## src/verilog/cpt_pkg.sv

```systemverilog
package cpt_pkg;

	// ----------------------------------------
	// register map (byte addresses)
	// ----------------------------------------
	localparam int ADDR_W = 8;
	localparam logic [ADDR_W-1:0] CPT_CTRL_OFS = 8'h00;
	localparam logic [ADDR_W-1:0] CPT_RELOAD0_OFS = 8'h04;
	localparam logic [ADDR_W-1:0] CPT_RELOAD1_OFS = 8'h08;
	localparam logic [ADDR_W-1:0] CPT_COUNT0_OFS = 8'h0C;
	localparam logic [ADDR_W-1:0] CPT_COUNT1_OFS = 8'h10;
	localparam logic [ADDR_W-1:0] CPT_IRQ_STAT_OFS = 8'h14;
	localparam logic [ADDR_W-1:0] CPT_IRQ_MASK_OFS = 8'h18;
	localparam logic [ADDR_W-1:0] CPT_STATUS_OFS = 8'h1C;

	// ----------------------------------------
	// control fields
	// ----------------------------------------
	localparam int CTRL_RUN0_BIT = 0;
	localparam int CTRL_RUN1_BIT = 1;
	localparam int CTRL_MODE_LSB = 2;
	localparam int CTRL_W = 4;
	localparam logic [CTRL_W-1:0] CTRL_RESET = 4'h0;
	localparam logic [1:0] IRQ_RESET = 2'h0;

	typedef enum logic [1:0] {
		CPT_MODE_PERIODIC,
		CPT_MODE_EVENT,
		CPT_MODE_ONESHOT
	} cpt_mode_t;

	// ----------------------------------------
	// timing of the documented arrangements
	// ----------------------------------------
	localparam int EXAMPLE_CLOCK_HZ = 16_000_000;
	localparam int TICK_US = 1000;
	localparam int PWM_HIGH_US = 500;
	localparam int SECOND_MS = 1000;
	localparam int TICK_CYCLES = EXAMPLE_CLOCK_HZ / 1_000_000 * TICK_US;
	localparam int PWM_HIGH_CYCLES = EXAMPLE_CLOCK_HZ / 1_000_000 * PWM_HIGH_US;
	localparam logic [15:0] RELOAD0_RESET = 16'(TICK_CYCLES - 1);
	localparam logic [15:0] RELOAD1_RESET = 16'(SECOND_MS - 1);
	localparam logic [15:0] PWM_HIGH_RELOAD = 16'(PWM_HIGH_CYCLES - 1);

endpackage

```

## src/verilog/cpt_down_counter.sv

```systemverilog
`timescale 1ns/1ps
module cpt_down_counter #(
	parameter int WIDTH = 16
) (
	input wire logic i_clock,
	input wire logic i_resetn,
	input wire logic i_load,
	input wire logic i_tick,
	input wire logic [WIDTH-1:0] i_reload,
	output logic [WIDTH-1:0] o_count,
	output logic o_underflow
);

	generate
		if (WIDTH < 2 || WIDTH > 32) begin : g_bad_width
			$error("counter width must lie in 2..32");
		end
	endgenerate

	logic [WIDTH-1:0] count_q;
	logic [WIDTH-1:0] count_d;
	wire at_zero = (count_q == '0);

	// underflow is the tick that finds zero; a load hides it
	assign o_underflow = i_tick && at_zero && !i_load;
	assign o_count = count_q;

	// zero is a real state, so n counts down in n plus one ticks
	assign count_d = i_load ? i_reload :
		o_underflow ? i_reload :
		i_tick ? count_q - 1'b1 : count_q;

	always_ff @(posedge i_clock or negedge i_resetn) begin
		if (!i_resetn) begin
			count_q <= '0;
		end else begin
			count_q <= count_d;
		end
	end

endmodule // cpt_down_counter

```

## src/verilog/cpt_timer_pair.sv

```systemverilog
`timescale 1ns/1ps
module cpt_timer_pair #(
	parameter int WIDTH = 16
) (
	input wire logic i_clock,
	input wire logic i_resetn,
	input wire logic [cpt_pkg::ADDR_W-1:0] i_addr,
	input wire logic [31:0] i_wdata,
	input wire logic i_write,
	input wire logic i_read,
	output logic [31:0] o_rdata,
	output logic o_irq,
	output logic o_second_timer_pulse_out
);
	import cpt_pkg::*;

	generate
		if (WIDTH < 2 || WIDTH > 16) begin : g_bad_width
			$error("timer width must lie in 2..16");
		end
	endgenerate

	// ----------------------------------------
	// registers
	// ----------------------------------------

	logic [CTRL_W-1:0] ctrl_q;
	logic [WIDTH-1:0] reload0_q;
	logic [WIDTH-1:0] reload1_q;
	logic [1:0] irq_stat_q;
	logic [1:0] irq_stat_d;
	logic [1:0] irq_mask_q;
	logic busy_q;
	logic busy_d;
	logic [31:0] rdata_q;
	logic [31:0] rdata_d;

	wire [WIDTH-1:0] count0;
	wire [WIDTH-1:0] count1;
	wire uf0;
	wire uf1;

	// ----------------------------------------
	// bus decode
	// ----------------------------------------

	// one strobe per cycle; writes to unmapped offsets vanish
	wire wr_ctrl = i_write && (i_addr == CPT_CTRL_OFS);
	wire wr_rel0 = i_write && (i_addr == CPT_RELOAD0_OFS);
	wire wr_rel1 = i_write && (i_addr == CPT_RELOAD1_OFS);
	wire wr_stat = i_write && (i_addr == CPT_IRQ_STAT_OFS);
	wire wr_mask = i_write && (i_addr == CPT_IRQ_MASK_OFS);

	// ----------------------------------------
	// control decode
	// ----------------------------------------

	wire run0 = ctrl_q[CTRL_RUN0_BIT];
	wire run1 = ctrl_q[CTRL_RUN1_BIT];
	wire [1:0] mode_bits = ctrl_q[CTRL_MODE_LSB +: 2];
	wire mode_event = (mode_bits == CPT_MODE_EVENT);
	wire mode_oneshot = (mode_bits == CPT_MODE_ONESHOT);
	// the reserved fourth mode code acts as periodic
	wire mode_periodic = !mode_event && !mode_oneshot;

	// ----------------------------------------
	// first timer
	// ----------------------------------------

	// count source is the bare system clock, no prescale
	wire tick0 = run0;
	// a stopped timer sits on its reload so a start begins at n
	wire load0 = !run0;

	cpt_down_counter #(
		.WIDTH(WIDTH)
	) u_timer0 (
		.i_clock(i_clock),
		.i_resetn(i_resetn),
		.i_load(load0),
		.i_tick(tick0),
		.i_reload(reload0_q),
		.o_count(count0),
		.o_underflow(uf0)
	);

	// ----------------------------------------
	// second timer
	// ----------------------------------------

	// one-shot trigger: armed, idle, and the first timer underflows
	wire trigger1 = mode_oneshot && run1 && !busy_q && uf0;

	// periodic counts clocks, event counts first-timer underflows
	wire tick1 = mode_periodic ? run1 :
		mode_event ? (run1 && uf0) :
		busy_q;

	// clearing the start flag aborts any shot in flight
	wire load1 = !run1;

	cpt_down_counter #(
		.WIDTH(WIDTH)
	) u_timer1 (
		.i_clock(i_clock),
		.i_resetn(i_resetn),
		.i_load(load1),
		.i_tick(tick1),
		.i_reload(reload1_q),
		.o_count(count1),
		.o_underflow(uf1)
	);

	// ----------------------------------------
	// one-shot pulse
	// ----------------------------------------

	// a trigger during a shot is ignored rather than restarting it
	assign busy_d = trigger1 ? 1'b1 :
		(uf1 || load1 || !mode_oneshot) ? 1'b0 :
		busy_q;

	always_ff @(posedge i_clock or negedge i_resetn) begin
		if (!i_resetn) begin
			busy_q <= 1'b0;
		end else begin
			busy_q <= busy_d;
		end
	end

	// the pin follows a flop, so it is glitch free
	assign o_second_timer_pulse_out = busy_q;

	// ----------------------------------------
	// interrupt flags
	// ----------------------------------------

	// hardware set wins over a write-one clear in the same cycle
	wire [1:0] irq_set = {uf1, uf0};
	wire [1:0] irq_clr = wr_stat ? i_wdata[1:0] : 2'h0;
	assign irq_stat_d = irq_set | (irq_stat_q & ~irq_clr);

	always_ff @(posedge i_clock or negedge i_resetn) begin
		if (!i_resetn) begin
			irq_stat_q <= IRQ_RESET;
		end else begin
			irq_stat_q <= irq_stat_d;
		end
	end

	always_ff @(posedge i_clock or negedge i_resetn) begin
		if (!i_resetn) begin
			irq_mask_q <= IRQ_RESET;
		end else if (wr_mask) begin
			irq_mask_q <= i_wdata[1:0];
		end
	end

	assign o_irq = |(irq_stat_q & irq_mask_q);

	// ----------------------------------------
	// software registers
	// ----------------------------------------

	always_ff @(posedge i_clock or negedge i_resetn) begin
		if (!i_resetn) begin
			ctrl_q <= CTRL_RESET;
		end else if (wr_ctrl) begin
			ctrl_q <= i_wdata[CTRL_W-1:0];
		end
	end

	// defaults give the 1 ms tick and the one-second interval at 16 MHz
	always_ff @(posedge i_clock or negedge i_resetn) begin
		if (!i_resetn) begin
			reload0_q <= RELOAD0_RESET[WIDTH-1:0];
		end else if (wr_rel0) begin
			reload0_q <= i_wdata[WIDTH-1:0];
		end
	end

	// a new reload takes effect at the next underflow, or at once while the second timer is stopped
	always_ff @(posedge i_clock or negedge i_resetn) begin
		if (!i_resetn) begin
			reload1_q <= RELOAD1_RESET[WIDTH-1:0];
		end else if (wr_rel1) begin
			reload1_q <= i_wdata[WIDTH-1:0];
		end
	end

	// ----------------------------------------
	// read path
	// ----------------------------------------

	// read data stand for exactly one cycle, zero otherwise
	always_comb begin
		rdata_d = 32'h0;
		if (i_read) begin
			case (i_addr)
				CPT_CTRL_OFS: rdata_d = 32'(ctrl_q);
				CPT_RELOAD0_OFS: rdata_d = 32'(reload0_q);
				CPT_RELOAD1_OFS: rdata_d = 32'(reload1_q);
				CPT_COUNT0_OFS: rdata_d = 32'(count0);
				CPT_COUNT1_OFS: rdata_d = 32'(count1);
				CPT_IRQ_STAT_OFS: rdata_d = 32'(irq_stat_q);
				CPT_IRQ_MASK_OFS: rdata_d = 32'(irq_mask_q);
				CPT_STATUS_OFS: rdata_d = 32'(busy_q);
				default: rdata_d = 32'h0;
			endcase
		end
	end

	always_ff @(posedge i_clock or negedge i_resetn) begin
		if (!i_resetn) begin
			rdata_q <= 32'h0;
		end else begin
			rdata_q <= rdata_d;
		end
	end

	assign o_rdata = rdata_q;

	// ----------------------------------------
	// checks
	// ----------------------------------------

	wire [WIDTH-1:0] count0_dec = count0 - 1'b1;
	wire [WIDTH-1:0] count1_dec = count1 - 1'b1;

	// a running first timer steps down once per clock
	count_step_a: assert property (
		@(posedge i_clock) disable iff (!i_resetn)
		run0 && (count0 != '0) |=> count0 == $past(count0_dec)
	) else $error("first timer did not decrement");

	// underflow reloads and the first flag rises
	reload0_irq_a: assert property (
		@(posedge i_clock) disable iff (!i_resetn)
		uf0 |=> (count0 == $past(reload0_q)) && irq_stat_q[0] && (run0 || $past(wr_ctrl))
	) else $error("first timer underflow mishandled");

	// event mode holds still between first-timer underflows
	event_hold_a: assert property (
		@(posedge i_clock) disable iff (!i_resetn)
		mode_event && run1 && !uf0 |=> $stable(count1)
	) else $error("event counter moved without an event");

	// each event steps the second timer once
	event_step_a: assert property (
		@(posedge i_clock) disable iff (!i_resetn)
		mode_event && run1 && uf0 && (count1 != '0)
		|=> count1 == $past(count1_dec)
	) else $error("event counter missed an event");

	// event underflow reloads and flags
	event_reload_a: assert property (
		@(posedge i_clock) disable iff (!i_resetn)
		mode_event && uf1 |=> (count1 == $past(reload1_q)) && irq_stat_q[1]
	) else $error("event counter underflow mishandled");

	// trigger raises the pin on the next edge
	pulse_rise_a: assert property (
		@(posedge i_clock) disable iff (!i_resetn)
		trigger1 |=> o_second_timer_pulse_out && (count1 == $past(reload1_q))
	) else $error("one-shot did not start");

	// end of shot: pin low, reloaded, stopped, flagged
	pulse_fall_a: assert property (
		@(posedge i_clock) disable iff (!i_resetn)
		busy_q && uf1 && !trigger1
		|=> !o_second_timer_pulse_out && irq_stat_q[1]
		##1 (count1 == $past(count1)) && (!o_second_timer_pulse_out || $past(trigger1))
	) else $error("one-shot did not end cleanly");

	// an event in the clearing cycle survives the clear
	set_wins_a: assert property (
		@(posedge i_clock) disable iff (!i_resetn)
		uf0 && wr_stat && i_wdata[0] |=> irq_stat_q[0]
	) else $error("flag lost to a clear");

	// a counter read shows the count of the read cycle, one cycle late
	count_read_a: assert property (
		@(posedge i_clock) disable iff (!i_resetn)
		i_read && (i_addr == CPT_COUNT0_OFS) |=> o_rdata == 32'($past(count0))
	) else $error("count read back wrong");

	// a stopped first timer keeps following its reload
	stop_follow_a: assert property (
		@(posedge i_clock) disable iff (!i_resetn)
		!run0 |=> count0 == $past(reload0_q)
	) else $error("stopped first timer left its reload");

	// a raised first flag stays up until software clears it
	flag_hold_a: assert property (
		@(posedge i_clock) disable iff (!i_resetn)
		irq_stat_q[0] && !(wr_stat && i_wdata[0]) |=> irq_stat_q[0]
	) else $error("first flag dropped without a clear");

	// the first flag never rises without an underflow
	flag_quiet_a: assert property (
		@(posedge i_clock) disable iff (!i_resetn)
		!irq_stat_q[0] && !uf0 |=> !irq_stat_q[0]
	) else $error("first flag rose without an underflow");

	// a raised second flag stays up until software clears it
	flag1_hold_a: assert property (
		@(posedge i_clock) disable iff (!i_resetn)
		irq_stat_q[1] && !(wr_stat && i_wdata[1]) |=> irq_stat_q[1]
	) else $error("second flag dropped without a clear");

	// the second flag never rises without a second underflow
	flag1_quiet_a: assert property (
		@(posedge i_clock) disable iff (!i_resetn)
		!irq_stat_q[1] && !uf1 |=> !irq_stat_q[1]
	) else $error("second flag rose without an underflow");

	// the event counter can only underflow on a first-timer underflow
	event_only_a: assert property (
		@(posedge i_clock) disable iff (!i_resetn)
		mode_event && uf1 |-> uf0
	) else $error("event counter underflowed on its own");

	// in periodic mode the second timer counts every clock
	step1_a: assert property (
		@(posedge i_clock) disable iff (!i_resetn)
		mode_periodic && run1 && (count1 != '0) |=> count1 == $past(count1_dec)
	) else $error("second timer did not decrement");

	// an armed but idle one-shot holds its count and keeps the pin low
	shot_idle_a: assert property (
		@(posedge i_clock) disable iff (!i_resetn)
		mode_oneshot && run1 && !busy_q && !trigger1
		|=> $stable(count1) && !o_second_timer_pulse_out
	) else $error("idle one-shot moved");

	// a shot in flight counts down and ignores a fresh trigger
	shot_run_a: assert property (
		@(posedge i_clock) disable iff (!i_resetn)
		busy_q && run1 && mode_oneshot && (count1 != '0)
		|=> o_second_timer_pulse_out && (count1 == $past(count1_dec))
	) else $error("one-shot stalled or restarted");

	// dropping the start flag or leaving the mode cuts a shot short
	shot_abort_a: assert property (
		@(posedge i_clock) disable iff (!i_resetn)
		busy_q && (!run1 || !mode_oneshot) |=> !o_second_timer_pulse_out
	) else $error("one-shot survived an abort");

endmodule // cpt_timer_pair

```

## config.mk

```make
export PLATFORM = sky130hd
export DESIGN_NAME = cpt_timer_pair
export DESIGN_NICKNAME = d
export VERILOG_FILES = /design/src/verilog/cpt_pkg.sv /design/src/verilog/cpt_down_counter.sv /design/src/verilog/cpt_timer_pair.sv
export SDC_FILE = /design/constraint.sdc
export NUM_CORES = 1
export LEC_CHECK = 0
export ABC_AREA = 1
export ABC_CLOCK_PERIOD_IN_PS = 2500
export BUFFER_PORTS_ARGS = -buffer_cell sky130_fd_sc_hd__buf_2
export CORE_MARGIN = 2
export CORE_UTILIZATION = 40
export CTS_BUF_LIST = sky130_fd_sc_hd__clkbuf_4
export CTS_CLUSTER_SIZE = 40
export DETAILED_ROUTE_END_ITERATION = 16
export GPL_TIMING_DRIVEN = 0
export SKIP_CTS_REPAIR_TIMING = 1
export SLEW_MARGIN = 20
export SYNTH_ARGS = -nofsm -noshare
export SYNTH_HDL_FRONTEND = slang
export SYNTH_SLANG_ARGS = --single-unit
```

## constraint.sdc

```tcl
create_clock -name i_clock -period 2.5 [get_ports i_clock]
set_clock_uncertainty 0.15 [all_clocks]
set_input_delay 0.375 -clock i_clock [delete_from_list [all_inputs] [get_ports i_clock]]
set_output_delay 0.375 -clock i_clock [all_outputs]
set_load 0.02 [all_outputs]
```

==> run_results.csv, run 1 <==
group,metric,value,unit
finish,fillerInstances,1208,
sta,hold_ws,-0.0190,ns
synthesis,compound_cell_area_share_of_the_yosys_netlist,0.123,
synthesis,synth_top_family_by_area,"simple AND/OR/NAND/NOR gates",
synthesis,ys.flop_type,"dfrtp_1",
global_routing,largest_net_degree_at_the_start_of_global_routing,65,
power_and_ir_drop,powerDensity,569,nW/um^2
sta,timing_hold_violations_final,4,
floorplanning,core_region_area,12000,sq um
sta,timing.final.crit_share,0.887,
clocking,tritoncts,"done",
synthesis,synth_area_per_cell,7.85,sq um
setup_path,cp_data_required_time,2.71,ns
run,max_cap_viol_count,0,
synthesis,synth_enable_flop_cells,0,
synthesis,yosys.area_share.simple,0.246,
global_routing,grt_use_total,0.218,
global_routing,grt_antenna_before_repair,0,
sta,finalSetupViolCount,0,
synthesis,synth-xor-area-share,0.0376,
floorplanning,die_x,115,um
floorplanning,rows,40,
sta,grt_setup_unrepaired,"false",
setup_path,cpLargestDelayFamily,"simple AND/OR/NAND/NOR gates",
sta,measured_slew_at_the_worst_slew_check_pin,0.564,ns
setup_path,critPathBufInv,3,
outcome,outcome,"finished, violations left",
setup_path,setup.worst_path.class,"reg2reg",
clocking,ctsRootBufferMaster,"clkbuf_4",
drt,drt-total-wl,13500,um
floorplanning,initial_cell_density_of_the_core,0.409,
drt,detail-route-antenna-nets,0,
synthesis,synthCells,624,
finish,drive_gt1_frac,0.188,
sta,achievable-frequency,0.451,GHz
synthesis,yosys_warnings,0,
setup_path,worst-path-max-fanout,10,
floorplanning,die_y,115,um
synthesis,synth_async_sr_flop_share,1.00,
finish,area_growth_syn_to_layout,14.5,%
placement,placement.setup.worst_slack,0.211,ns
sta,max_slew_violation_total_from_the_final_report,0,
synthesis,number_of_distinct_library_cell_variants_in_the_gate_level_netlist_after_synthesis,35,
hold_path,hold_class,"in2reg",
sta,slew-limit-headroom,0.624,
finish,multiInputGateArea,2130,sq um
placement,port-buffer-count,45,
synthesis,synthMuxAreaShare,0,
power_and_ir_drop,share_comb_of_total_power,0.234,
setup_path,r2r_slack,0.28,ns
outcome,violations,"hold timing",
power_and_ir_drop,power_leakage,2.83,nW
setup_path,critPathMostFrequentCell,"nand2_1",
setup_path,cp_data_arrival_time,2.43,ns
setup_path,worst_path_largest_cell_delay,0.43,ns
synthesis,yosysSeqAreaShare,0.460,
power_and_ir_drop,pwr-share-seq,0.502,
global_routing,wire_length_of_the_first_global_routing_pass,21700,um
drt,drtIter0Drc,309,
setup_path,critical_path.slowest_cell,"dfrtp_1",
placement,place_hpwl,10200,um
placement,dp_cells,832,
sta,min_period,2.22,ns
drt,detail_route.wl_per_cell,15.8,um
finish,ff_latch_area,2250,sq um
finish,antenna_cells,0,
synthesis,netlist_area_before_placement,4900,sq um
sta,fin_setup_tns,0,ns
drt,post_detailed_route_via_to_cell_ratio,5.07,
drt,detail_route.drc_violations,0,
global_routing,globalRouteOverflowTotal,0,
floorplanning,die_area,13100,sq um
placement,gp_congestion,0.933,
synthesis,yosys_register_bits,89,
floorplanning,design.portCount,78,
drt,routed-via-count,4334,
power_and_ir_drop,netSwitchingFraction,0.328,
power_and_ir_drop,p_clk_frac,0.264,
drt,drt_pre_antenna_iters,5,
finish,layout.cells.most_common_list,"138 x nand2_1, 92 x inv_1, 69 x dfrtp_1",
clocking,clock_insertion_delay_at_the_later_pin_of_the_skew_report,0.48,ns
finish,final_net_count,753,
setup_path,worst_path_cell_chain,"inv_1, ha_1, nand2_1, inv_1, nand2_1, nor2_2, nand3_1, nand2_1, nand2_2, nand2_4, nand2_4, nand2_4, buf_6, nand2_1, nand3_1, nand2_1",
clocking,tritoncts_num_sinks,89,
clocking,cts-htree-levels,3,
setup_path,setup.worst_path.end_class,"flip-flop",
sta,final.setup.worst_slack,0.282,ns
clocking,clk_pin_slew_worst_paths,0.14,ns
power_and_ir_drop,internal-power,2.15,mW
clocking,cts.path.max_buffers,2,
finish,final_cells,855,
power_and_ir_drop,p_switching,1.04,mW
power_and_ir_drop,ir_worst_vdd,0.323,mV
setup_path,worstSetupStartpointType,"flip-flop",
finish,final_common_cell,"nand2_1",
synthesis,synth_fa_ha_area_frac,0.0153,
clocking,cts_buffers,9,
global_routing,first_global_vias,4214,
[cell type report]
cell class | count | area share
sequential | 89 | 0.402
multi-input combinational | 419 | 0.379
inverter | 97 | 0.0652
timing repair buffer | 53 | 0.0587
buffer | 34 | 0.0371
tap | 147 | 0.0328
clock buffer | 13 | 0.0174
clock inverter | 3 | 0.00759
[Yosys cell counts, types with 2 or more instances]
cell / number / area (sq um)
xnor2_1: 2 / 17.5
a211oi_1: 2 / 15.0
nand3_2: 2 / 20.0
nand2_1: 138 / 518
xor2_1: 19 / 166
inv_1: 92 / 345
buf_2: 10 / 50.1
o22ai_1: 17 / 106
a31oi_1: 2 / 12.5
o21ai_0: 60 / 300
nor2_2: 6 / 37.5
inv_2: 4 / 15.0
clkbuf_1: 6 / 22.5
nand3_1: 59 / 295
nor3_1: 2 / 10.0
nor2_1: 41 / 154
nand4_1: 5 / 31.3
dfstp_2: 20 / 526
nand2_2: 3 / 18.8
nand2_4: 4 / 45.0
nor3_4: 3 / 48.8
a22o_1: 3 / 26.3
a21oi_1: 19 / 95.1
dfrtp_1: 69 / 1730
ha_1: 6 / 75.1
o21ai_1: 6 / 30.0
buf_4: 16 / 120
[state kept, by name (all words and copies together) (netlist names)]
signal / cells
o_rdata: 16
irq_mask_q: 2
u_timer1.o_count: 16
o_second_timer_pulse_out: 1
ctrl_q: 4
irq_stat_q: 2
reload1_q: 16
u_timer0.o_count: 16
reload0_q: 16
[power by group through the flow]
stage / logic (mW) / registers (mW) / clock network [mW]
after floorplan: 0.547 / 1.61 / 0
after global placement: 0.717 / 1.62 / 0
after detailed placement: 0.731 / 1.63 / 0
after CTS: 0.737 / 1.60 / 0.866
after global routing: 0.849 / 1.61 / 0.938
final: 0.746 / 1.60 / 0.843
[layer usage]
metal / track usage / wire [um] / vias to the layer above / share of wire
li1: - / - / 2123 / -
met1: 0.303 / 6240 / 2025 / 0.46
met2: 0.338 / 6000 / 155 / 0.44
met3: 0.0339 / 800 / 31 / 0.059
met4: 0.0976 / 455 / 0 / 0.034
met5: 0 / 0 / - / 0
[worst min-delay path, cell delays in order]
cell	delay, ns
buf_2	0.09
inv_1	0.05
o21ai_0	0.08
[cells by family (layout without fill, tap and decap cells)]
kind of cell,after synthesis,count (layout)
AOI/OAI and AO/OA,111,111
xor gates and xnor gates,21,21
adders and majority gates,6,6
buffers and inverters,131,200
DFF,89,89
other,1,16
and+or+nand+nor,265,265
[metrics by stage]
stage / power [mW] / area [sq um] / utilization
floorplan: 2.15 / 4950 / -
global placement: 2.34 / 5360 / 0.448
detailed placement: 2.36 / 5400 / 0.451
CTS: 3.20 / 5540 / 0.463
global route: 3.40 / 5610 / 0.469
finish: 3.19 / 5610 / 0.469
[path summary, 6_finish.rpt]
path	start	to	cells past startpoint
setup / recovery	u_timer0.o_count[0]	u_timer1.o_count[13]	16
hold / removal	i_wdata[11]	reload0_q[11]	3
setup reg to reg	u_timer0.o_count[0]	u_timer1.o_count[13]	16
hold reg to reg	reload0_q[5]	reload0_q[5]	2
max in group asynchronous	i_resetn	reload0_q[11]	3
min in group asynchronous	i_resetn	irq_mask_q[1]	2
No activity file was read; power rests on OpenSTA's default activity.
==> run 2, diff against run 1 <==
--- a/config.mk
+++ b/config.mk
@@ -5,7 +5,6 @@
 export SDC_FILE = /design/constraint.sdc
 export NUM_CORES = 1
 export LEC_CHECK = 0
-export ABC_AREA = 1
 export ABC_CLOCK_PERIOD_IN_PS = 2500
 export BUFFER_PORTS_ARGS = -buffer_cell sky130_fd_sc_hd__buf_2
 export CORE_MARGIN = 2
@@ -14,6 +13,7 @@
 export CTS_CLUSTER_SIZE = 40
 export DETAILED_ROUTE_END_ITERATION = 16
 export GPL_TIMING_DRIVEN = 0
+export REMOVE_ABC_BUFFERS = 1
 export SKIP_CTS_REPAIR_TIMING = 1
 export SLEW_MARGIN = 20
 export SYNTH_ARGS = -nofsm -noshare
==> run 2 against run 1 <==
The run ends with setup timing left. Largest cell class is now multi-input gates. Die area down 4.9%. Critical endpoint is now u_timer1.o_count[11]. Utilization rose by 0.81 points. Critical path type unchanged. Via count fell by 13%.
==> run_results.csv, run 2 <==
group,metric,value,unit
sta,grt_setup_unrepaired,"true",
finish,final_net_count,545,
clocking,ctsRootBufferMaster,"clkbuf_4",
setup_path,critical_path.reg2reg.startpoint,"u_timer1.o_count[12]",
synthesis,yosys_warnings,0,
floorplanning,die_area,12500,sq um
finish,fillerInstances,1066,
placement,placement.setup.worst_slack,-1.08,ns
floorplanning,initial_cell_density_of_the_core,0.409,
clocking,cts_buffers,9,
power_and_ir_drop,ir_worst_vdd,0.251,mV
synthesis,synthMostInstantiatedCell,"dfrtp_1",
synthesis,number_of_distinct_library_cell_variants_in_the_gate_level_netlist_after_synthesis,64,
finish,layout.cells.most_common_list,"66 x dfrtp_1, 44 x buf_2, 38 x mux2_2",
outcome,outcome,"finished, violations left",
finish,multiInputGateArea,2330,sq um
power_and_ir_drop,pwr-share-seq,0.471,
setup_path,worstSetupStartpointType,"flip-flop",
clocking,tritoncts_num_sinks,89,
sta,finalSetupViolCount,7,
finish,final_common_cell,"dfrtp_1",
setup_path,cp_data_required_time,2.68,ns
finish,drive_gt1_frac,0.338,
floorplanning,design.portCount,78,
floorplanning,die_y,112,um
setup_path,r2r_slack,-0.06,ns
power_and_ir_drop,netSwitchingFraction,0.334,
synthesis,ys.flop_type,"dfrtp_1",
drt,top_layer_used,"met4",
synthesis,synth_area_per_cell,10.7,sq um
drt,post_detailed_route_via_to_cell_ratio,5.89,
outcome,violations,"setup timing",
global_routing,largest_net_degree_at_the_start_of_global_routing,49,
drt,met3RoutedLength,832,um
clocking,tritoncts,"done",
setup_path,critical_path.slowest_cell,"or4b_4",
drt,detail_route.wl_per_cell,19.1,um
setup_path,r2r_cells,5,
hold_path,hold_class,"in2reg",
floorplanning,die_x,112,um
synthesis,synth_enable_flop_cells,0,
setup_path,crit_cells,5,
sta,slew-limit-headroom,0.388,
setup_path,capturing_instance_or_port_of_the_critical_path,"u_timer1.o_count[11]",
drt,detail_route.drc_violations,0,
setup_path,setup.worst_path.end_class,"flip-flop",
setup_path,worst_path_cell_chain,"or4_4, or4b_4, o21ai_4, o21ai_4, o221a_1",
finish,ff_latch_area,2260,sq um
power_and_ir_drop,p_clk_frac,0.257,
run,max_cap_viol_count,0,
clocking,cts-htree-levels,3,
sta,max_slew_violation_total_from_the_final_report,0,
power_and_ir_drop,p_switching,1.20,mW
drt,wl_met2,5690,um
setup_path,critPathMostFrequentCell,"o21ai_4",
finish,antenna_cells,0,
drt,wl_met1,5580,um
drt,drt_pre_antenna_iters,4,
setup_path,rr_endpoint,"u_timer1.o_count[11]",
global_routing,grt_antenna_before_repair,0,
drt,drt-total-wl,12300,um
sta,timing_hold_violations_final,0,
setup_path,startpoint,"u_timer1.o_count[12]",
clocking,cts.path.max_buffers,2,
finish,area_growth_syn_to_layout,16.7,%
setup_path,worst-path-max-fanout,6,
clocking,clock_insertion_delay_at_the_later_pin_of_the_skew_report,0.44,ns
setup_path,setup.worst_path.class,"reg2reg",
setup_path,critPathBufInv,0,
synthesis,yosys_register_bits,89,
power_and_ir_drop,power_leakage,2.38,nW
global_routing,grt_use_total,0.193,
synthesis,synthCells,436,
sta,achievable-frequency,0.391,GHz
sta,measured_slew_at_the_worst_slew_check_pin,0.918,ns
placement,port-buffer-count,45,
drt,detail-route-antenna-nets,0,
power_and_ir_drop,powerDensity,661,nW/um^2
power_and_ir_drop,total_power,3.58,mW
setup_path,worst_path_largest_cell_delay,0.59,ns
global_routing,globalRouteOverflowTotal,0,
power_and_ir_drop,share_comb_of_total_power,0.272,
placement,gp_congestion,0.911,
synthesis,post_synth_main_area_contributors,"dfrtp_1 37%, dfstp_2 11%, mux2_2 9.2%",
global_routing,first_global_vias,3629,
power_and_ir_drop,internal-power,2.38,mW
drt,drtIter0Drc,330,
setup_path,cp_data_arrival_time,2.74,ns
synthesis,yosysSeqAreaShare,0.485,
placement,place_hpwl,7960,um
sta,min_period,2.56,ns
synthesis,synth.cells.most_frequent,"69 x dfrtp_1, 38 x mux2_2, 37 x nand2_1",
sta,final.setup.worst_slack,-0.0585,ns
floorplanning,rows,39,
global_routing,wire_length_of_the_first_global_routing_pass,19200,um
synthesis,synth_async_sr_flop_share,1.00,
clocking,clk_pin_slew_worst_paths,0.14,ns
floorplanning,core_region_area,11400,sq um
drt,routed-via-count,3790,
sta,timing.final.crit_share,1.02,
synthesis,synth_top_area_frac,0.372,
setup_path,cpLargestDelayFamily,"simple AND/OR/NAND/NOR gates",
synthesis,yosysTopAreaCell,"dfrtp_1",
synthesis,netlist_area_before_placement,4650,sq um
==> run 2: cell types whose count changed in the layout (fill, tap and decap cells not counted), moves of 16 or more <==
cell     change
a22oi_1     +30
inv_1       -77
mux2_2      +38
nand2_1    -105
nand3_1     -48
nor2_1      -23
o21ai_0     -46
o22ai_1     -17
xor2_1      -16
==> run 2: worst reg2reg max path: stages (launching register included) <==
cell and delay, ns:
dfrtp_2 0.46, or4_4 0.54, or4b_4 0.59, o21ai_4 0.30, o21ai_4 0.16, o221a_1 0.26
==> run 2: metrics by stage <==
step / area, sq um / hold WS (ns) / std cells / util / TNS [ns]
6_report: 5420 / 0.0154 / 643 / 0.477 / -0.191
3_5_place_dp: 4960 / 0.260 / 604 / 0.436 / -37.12
3_3_place_gp: 4910 / 0.347 / 603 / 0.432 / -72.95
5_1_grt: 5420 / 0.00452 / 643 / 0.477 / -0.720
4_1_cts: 5120 / -0.228 / 620 / 0.451 / -21.89
2_1_floorplan: 4500 / -0.0706 / 415 / - / -3.17
==> run 2: logic make-up (layout without fill, tap and decap cells) <==
group           after synthesis  count (layout)  share of synthesized area
compound gates              120             121                      0.186
xor+xnor                     12              12                     0.0226
fa+ha+maj                     6               6                     0.0162
buf+inv                      51              99                     0.0547
flops                        89              89                      0.485
mux                          39              39                     0.0970
other cells                   1              16                   0.000807
simple gates                118             118                      0.138
==> run 2: worst min path at each step <==
| stage | start | endpoint | slack (ns) | cells past startpoint |
|---|---|---|---|---|
| global placement | reload0_q[14] | u_timer0.o_count[14] | 0.35 | 2 |
| floorplan | i_resetn | ctrl_q[0] | -0.07 | 0 |
| detailed placement | i_resetn | reload1_q[14] | 0.26 | 1 |
| finish | i_wdata[12] | reload1_q[12] | 0.02 | 2 |
| CTS | i_resetn | reload0_q[14] | -0.23 | 1 |
| global route | i_wdata[10] | reload0_q[10] | 0.005 | 2 |
==> run 2: power groups by stage <==
| stage | Sequential, mW | Combinational (mW) | Clock (mW) |
|---|---|---|---|
| finish | 1.69 | 0.976 | 0.921 |
| global route | 1.70 | 1.07 | 1.01 |
| CTS | 1.68 | 0.831 | 0.942 |
| detailed placement | 1.70 | 0.825 | 0 |
| global placement | 1.70 | 0.805 | 0 |
| floorplan | 1.66 | 0.603 | 0 |
==> run 2: routing by layer <==
layer	vias to the layer above	track usage
met5	-	0
met3	15	0.0321
li1	1728	-
met1	1910	0.278
met2	137	0.295
met4	0	0.0716
==> run 2: area by class of cell <==
class,instances,area share
clock buffer,11,0.0152
multi-input combinational,312,0.430
timing repair buffer,68,0.0801
clock inverter,5,0.0148
sequential,89,0.416
inverter,15,0.0104
tap,143,0.0330
==> run 3, diff against run 2 <==
--- a/config.mk
+++ b/config.mk
@@ -7,12 +7,15 @@
 export LEC_CHECK = 0
 export ABC_CLOCK_PERIOD_IN_PS = 2500
 export BUFFER_PORTS_ARGS = -buffer_cell sky130_fd_sc_hd__buf_2
+export CELL_PAD_IN_SITES_DETAIL_PLACEMENT = 0
+export CELL_PAD_IN_SITES_GLOBAL_PLACEMENT = 1
 export CORE_MARGIN = 2
 export CORE_UTILIZATION = 40
 export CTS_BUF_LIST = sky130_fd_sc_hd__clkbuf_4
 export CTS_CLUSTER_SIZE = 40
 export DETAILED_ROUTE_END_ITERATION = 16
 export GPL_TIMING_DRIVEN = 0
+export PLACE_DENSITY_LB_ADDON = 0.1
 export REMOVE_ABC_BUFFERS = 1
 export SKIP_CTS_REPAIR_TIMING = 1
 export SLEW_MARGIN = 20
==> run 3 against run 2 <==
The flow still finishes with violations (setup timing). First-iteration DRC count decreased by 40%. Setup slack improved by 0.026 ns. Worst hold slack improved by 0.044 ns. Critical path depth unchanged. Highest routed layer unchanged.
==> run_results.csv, run 3 (same netlist as run 2, synthesis figures left out) <==
group,metric,value,unit
global_routing,grt_antenna_before_repair,0,
clocking,cts_buffers,9,
finish,area_growth_syn_to_layout,18.0,%
sta,timing_hold_violations_final,0,
sta,slew-limit-headroom,0.392,
clocking,tritoncts_num_sinks,89,
placement,place_hpwl,8700,um
floorplanning,core_region_area,11400,sq um
global_routing,grt_use_total,0.209,
setup_path,worst-path-max-fanout,5,
placement,port-buffer-count,45,
sta,achievable-frequency,0.395,GHz
floorplanning,initial_cell_density_of_the_core,0.409,
floorplanning,die_area,12500,sq um
placement,dp_cells,608,
clocking,ctsRootBufferMaster,"clkbuf_4",
finish,final_net_count,555,
finish,antenna_cells,0,
sta,final.setup.worst_slack,-0.0325,ns
clocking,tritoncts,"done",
global_routing,largest_net_degree_at_the_start_of_global_routing,47,
drt,detail_route.drc_violations,0,
finish,final_common_cell,"dfrtp_1",
setup_path,setup.worst_path.class,"reg2reg",
outcome,violations,"setup timing",
drt,detail_route.wl_per_cell,19.4,um
finish,layout.cells.most_common_list,"66 x dfrtp_1, 44 x buf_2, 38 x mux2_2",
global_routing,wire_length_of_the_first_global_routing_pass,20200,um
drt,post_detailed_route_via_to_cell_ratio,5.70,
outcome,outcome,"finished, violations left",
drt,drtIter0Drc,199,
run,max_cap_viol_count,0,
sta,grt_setup_unrepaired,"true",
global_routing,globalRouteOverflowTotal,0,
hold_path,hold_class,"in2reg",
placement,placement.setup.worst_slack,-0.830,ns
setup_path,setup.worst_path.end_class,"flip-flop",
clocking,cts.path.max_buffers,2,
sta,min_period,2.53,ns
sta,finalSetupViolCount,5,
clocking,clock_insertion_delay_at_the_later_pin_of_the_skew_report,0.48,ns
drt,routed-via-count,3724,
clocking,cts-htree-levels,3,
sta,measured_slew_at_the_worst_slew_check_pin,0.909,ns
floorplanning,rows,39,
finish,postLayoutCoreUtil,0.482,
hold_path,timing.hold.worst_path_depth,2,
finish,fillerInstances,1088,
floorplanning,die_y,112,um
setup_path,r2r_cells,5,
finish,drive_gt1_frac,0.327,
clocking,clk_pin_slew_worst_paths,0.14,ns
drt,detail-route-antenna-nets,0,
setup_path,cp_data_arrival_time,2.75,ns
placement,gp_congestion,0.823,
power_and_ir_drop,ir_worst_vdd,0.333,mV
power_and_ir_drop,power_leakage,2.40,nW
drt,drt_pre_antenna_iters,4,
floorplanning,die_x,112,um
sta,timing.final.crit_share,1.01,
sta,max_slew_violation_total_from_the_final_report,0,
floorplanning,design.portCount,78,
power_and_ir_drop,powerDensity,628,nW/um^2
global_routing,first_global_vias,3593,
drt,drt-total-wl,12700,um
setup_path,cp_data_required_time,2.72,ns
finish,final_cells,653,
setup_path,worstSetupStartpointType,"flip-flop",
## run 3: cell type report
type | instances | area (sq um) | share of cell area
Clock buffer | 9 | 67.6 | 0.0123
Clock inverter | 7 | 61.3 | 0.0112
Inverter | 15 | 56.3 | 0.0103
Multi-Input combinational cell | 311 | 2290 | 0.417
Sequential cell | 89 | 2260 | 0.411
Tap cell | 143 | 179 | 0.0326
Timing Repair Buffer | 79 | 576 | 0.105
## run 3: routing by layer
layer | wire length (um) | track usage | vias to the layer above
li1 | - | - | 1743
met1 | 5850 | 0.297 | 1886
met2 | 6060 | 0.327 | 80
met3 | 530 | 0.0289 | 15
met4 | 212 | 0.0765 | 0
met5 | 0 | 0 | -
## run 3: power by group
part           internal, mW  switching, mW
sequential             1.55          0.134
combinational         0.412          0.550
clock                 0.295          0.504
## run 3: worst max-delay path, cell delays in order (launching register included)
cell and delay [ns]:
dfrtp_2 0.46, or4_4 0.58, nor4b_2 0.42, nand2_1 0.24
a41o_1 0.29, a211o_1 0.28
## run 3: worst paths after layout
| kind | startpoint | end | slack, ns |
|---|---|---|---|
| max | u_timer1.o_count[11] | u_timer1.o_count[6] | -0.03 |
| min | i_wdata[1] | ctrl_q[1] | 0.06 |
| max reg2reg | u_timer1.o_count[11] | u_timer1.o_count[6] | -0.03 |
| min reg2reg | reload0_q[13] | u_timer0.o_count[13] | 0.37 |
| max in group asynchronous | i_resetn | reload1_q[0] | 1.34 |
| min in group asynchronous | i_resetn | u_timer1.o_count[6] | 0.23 |
## run 3: per-stage QoR
stage	TNS, ns	power, mW	hold slack [ns]	cell area [sq um]
5_1_grt	-0.691	3.65	0.0630	5480
2_1_floorplan	-3.17	2.26	-0.0706	4500
4_1_cts	-11.10	3.37	-0.378	5150
3_5_place_dp	-27.59	2.55	0.180	5020
6_report	-0.0922	3.44	0.0599	5480
3_3_place_gp	-83.24	2.53	0.341	4910
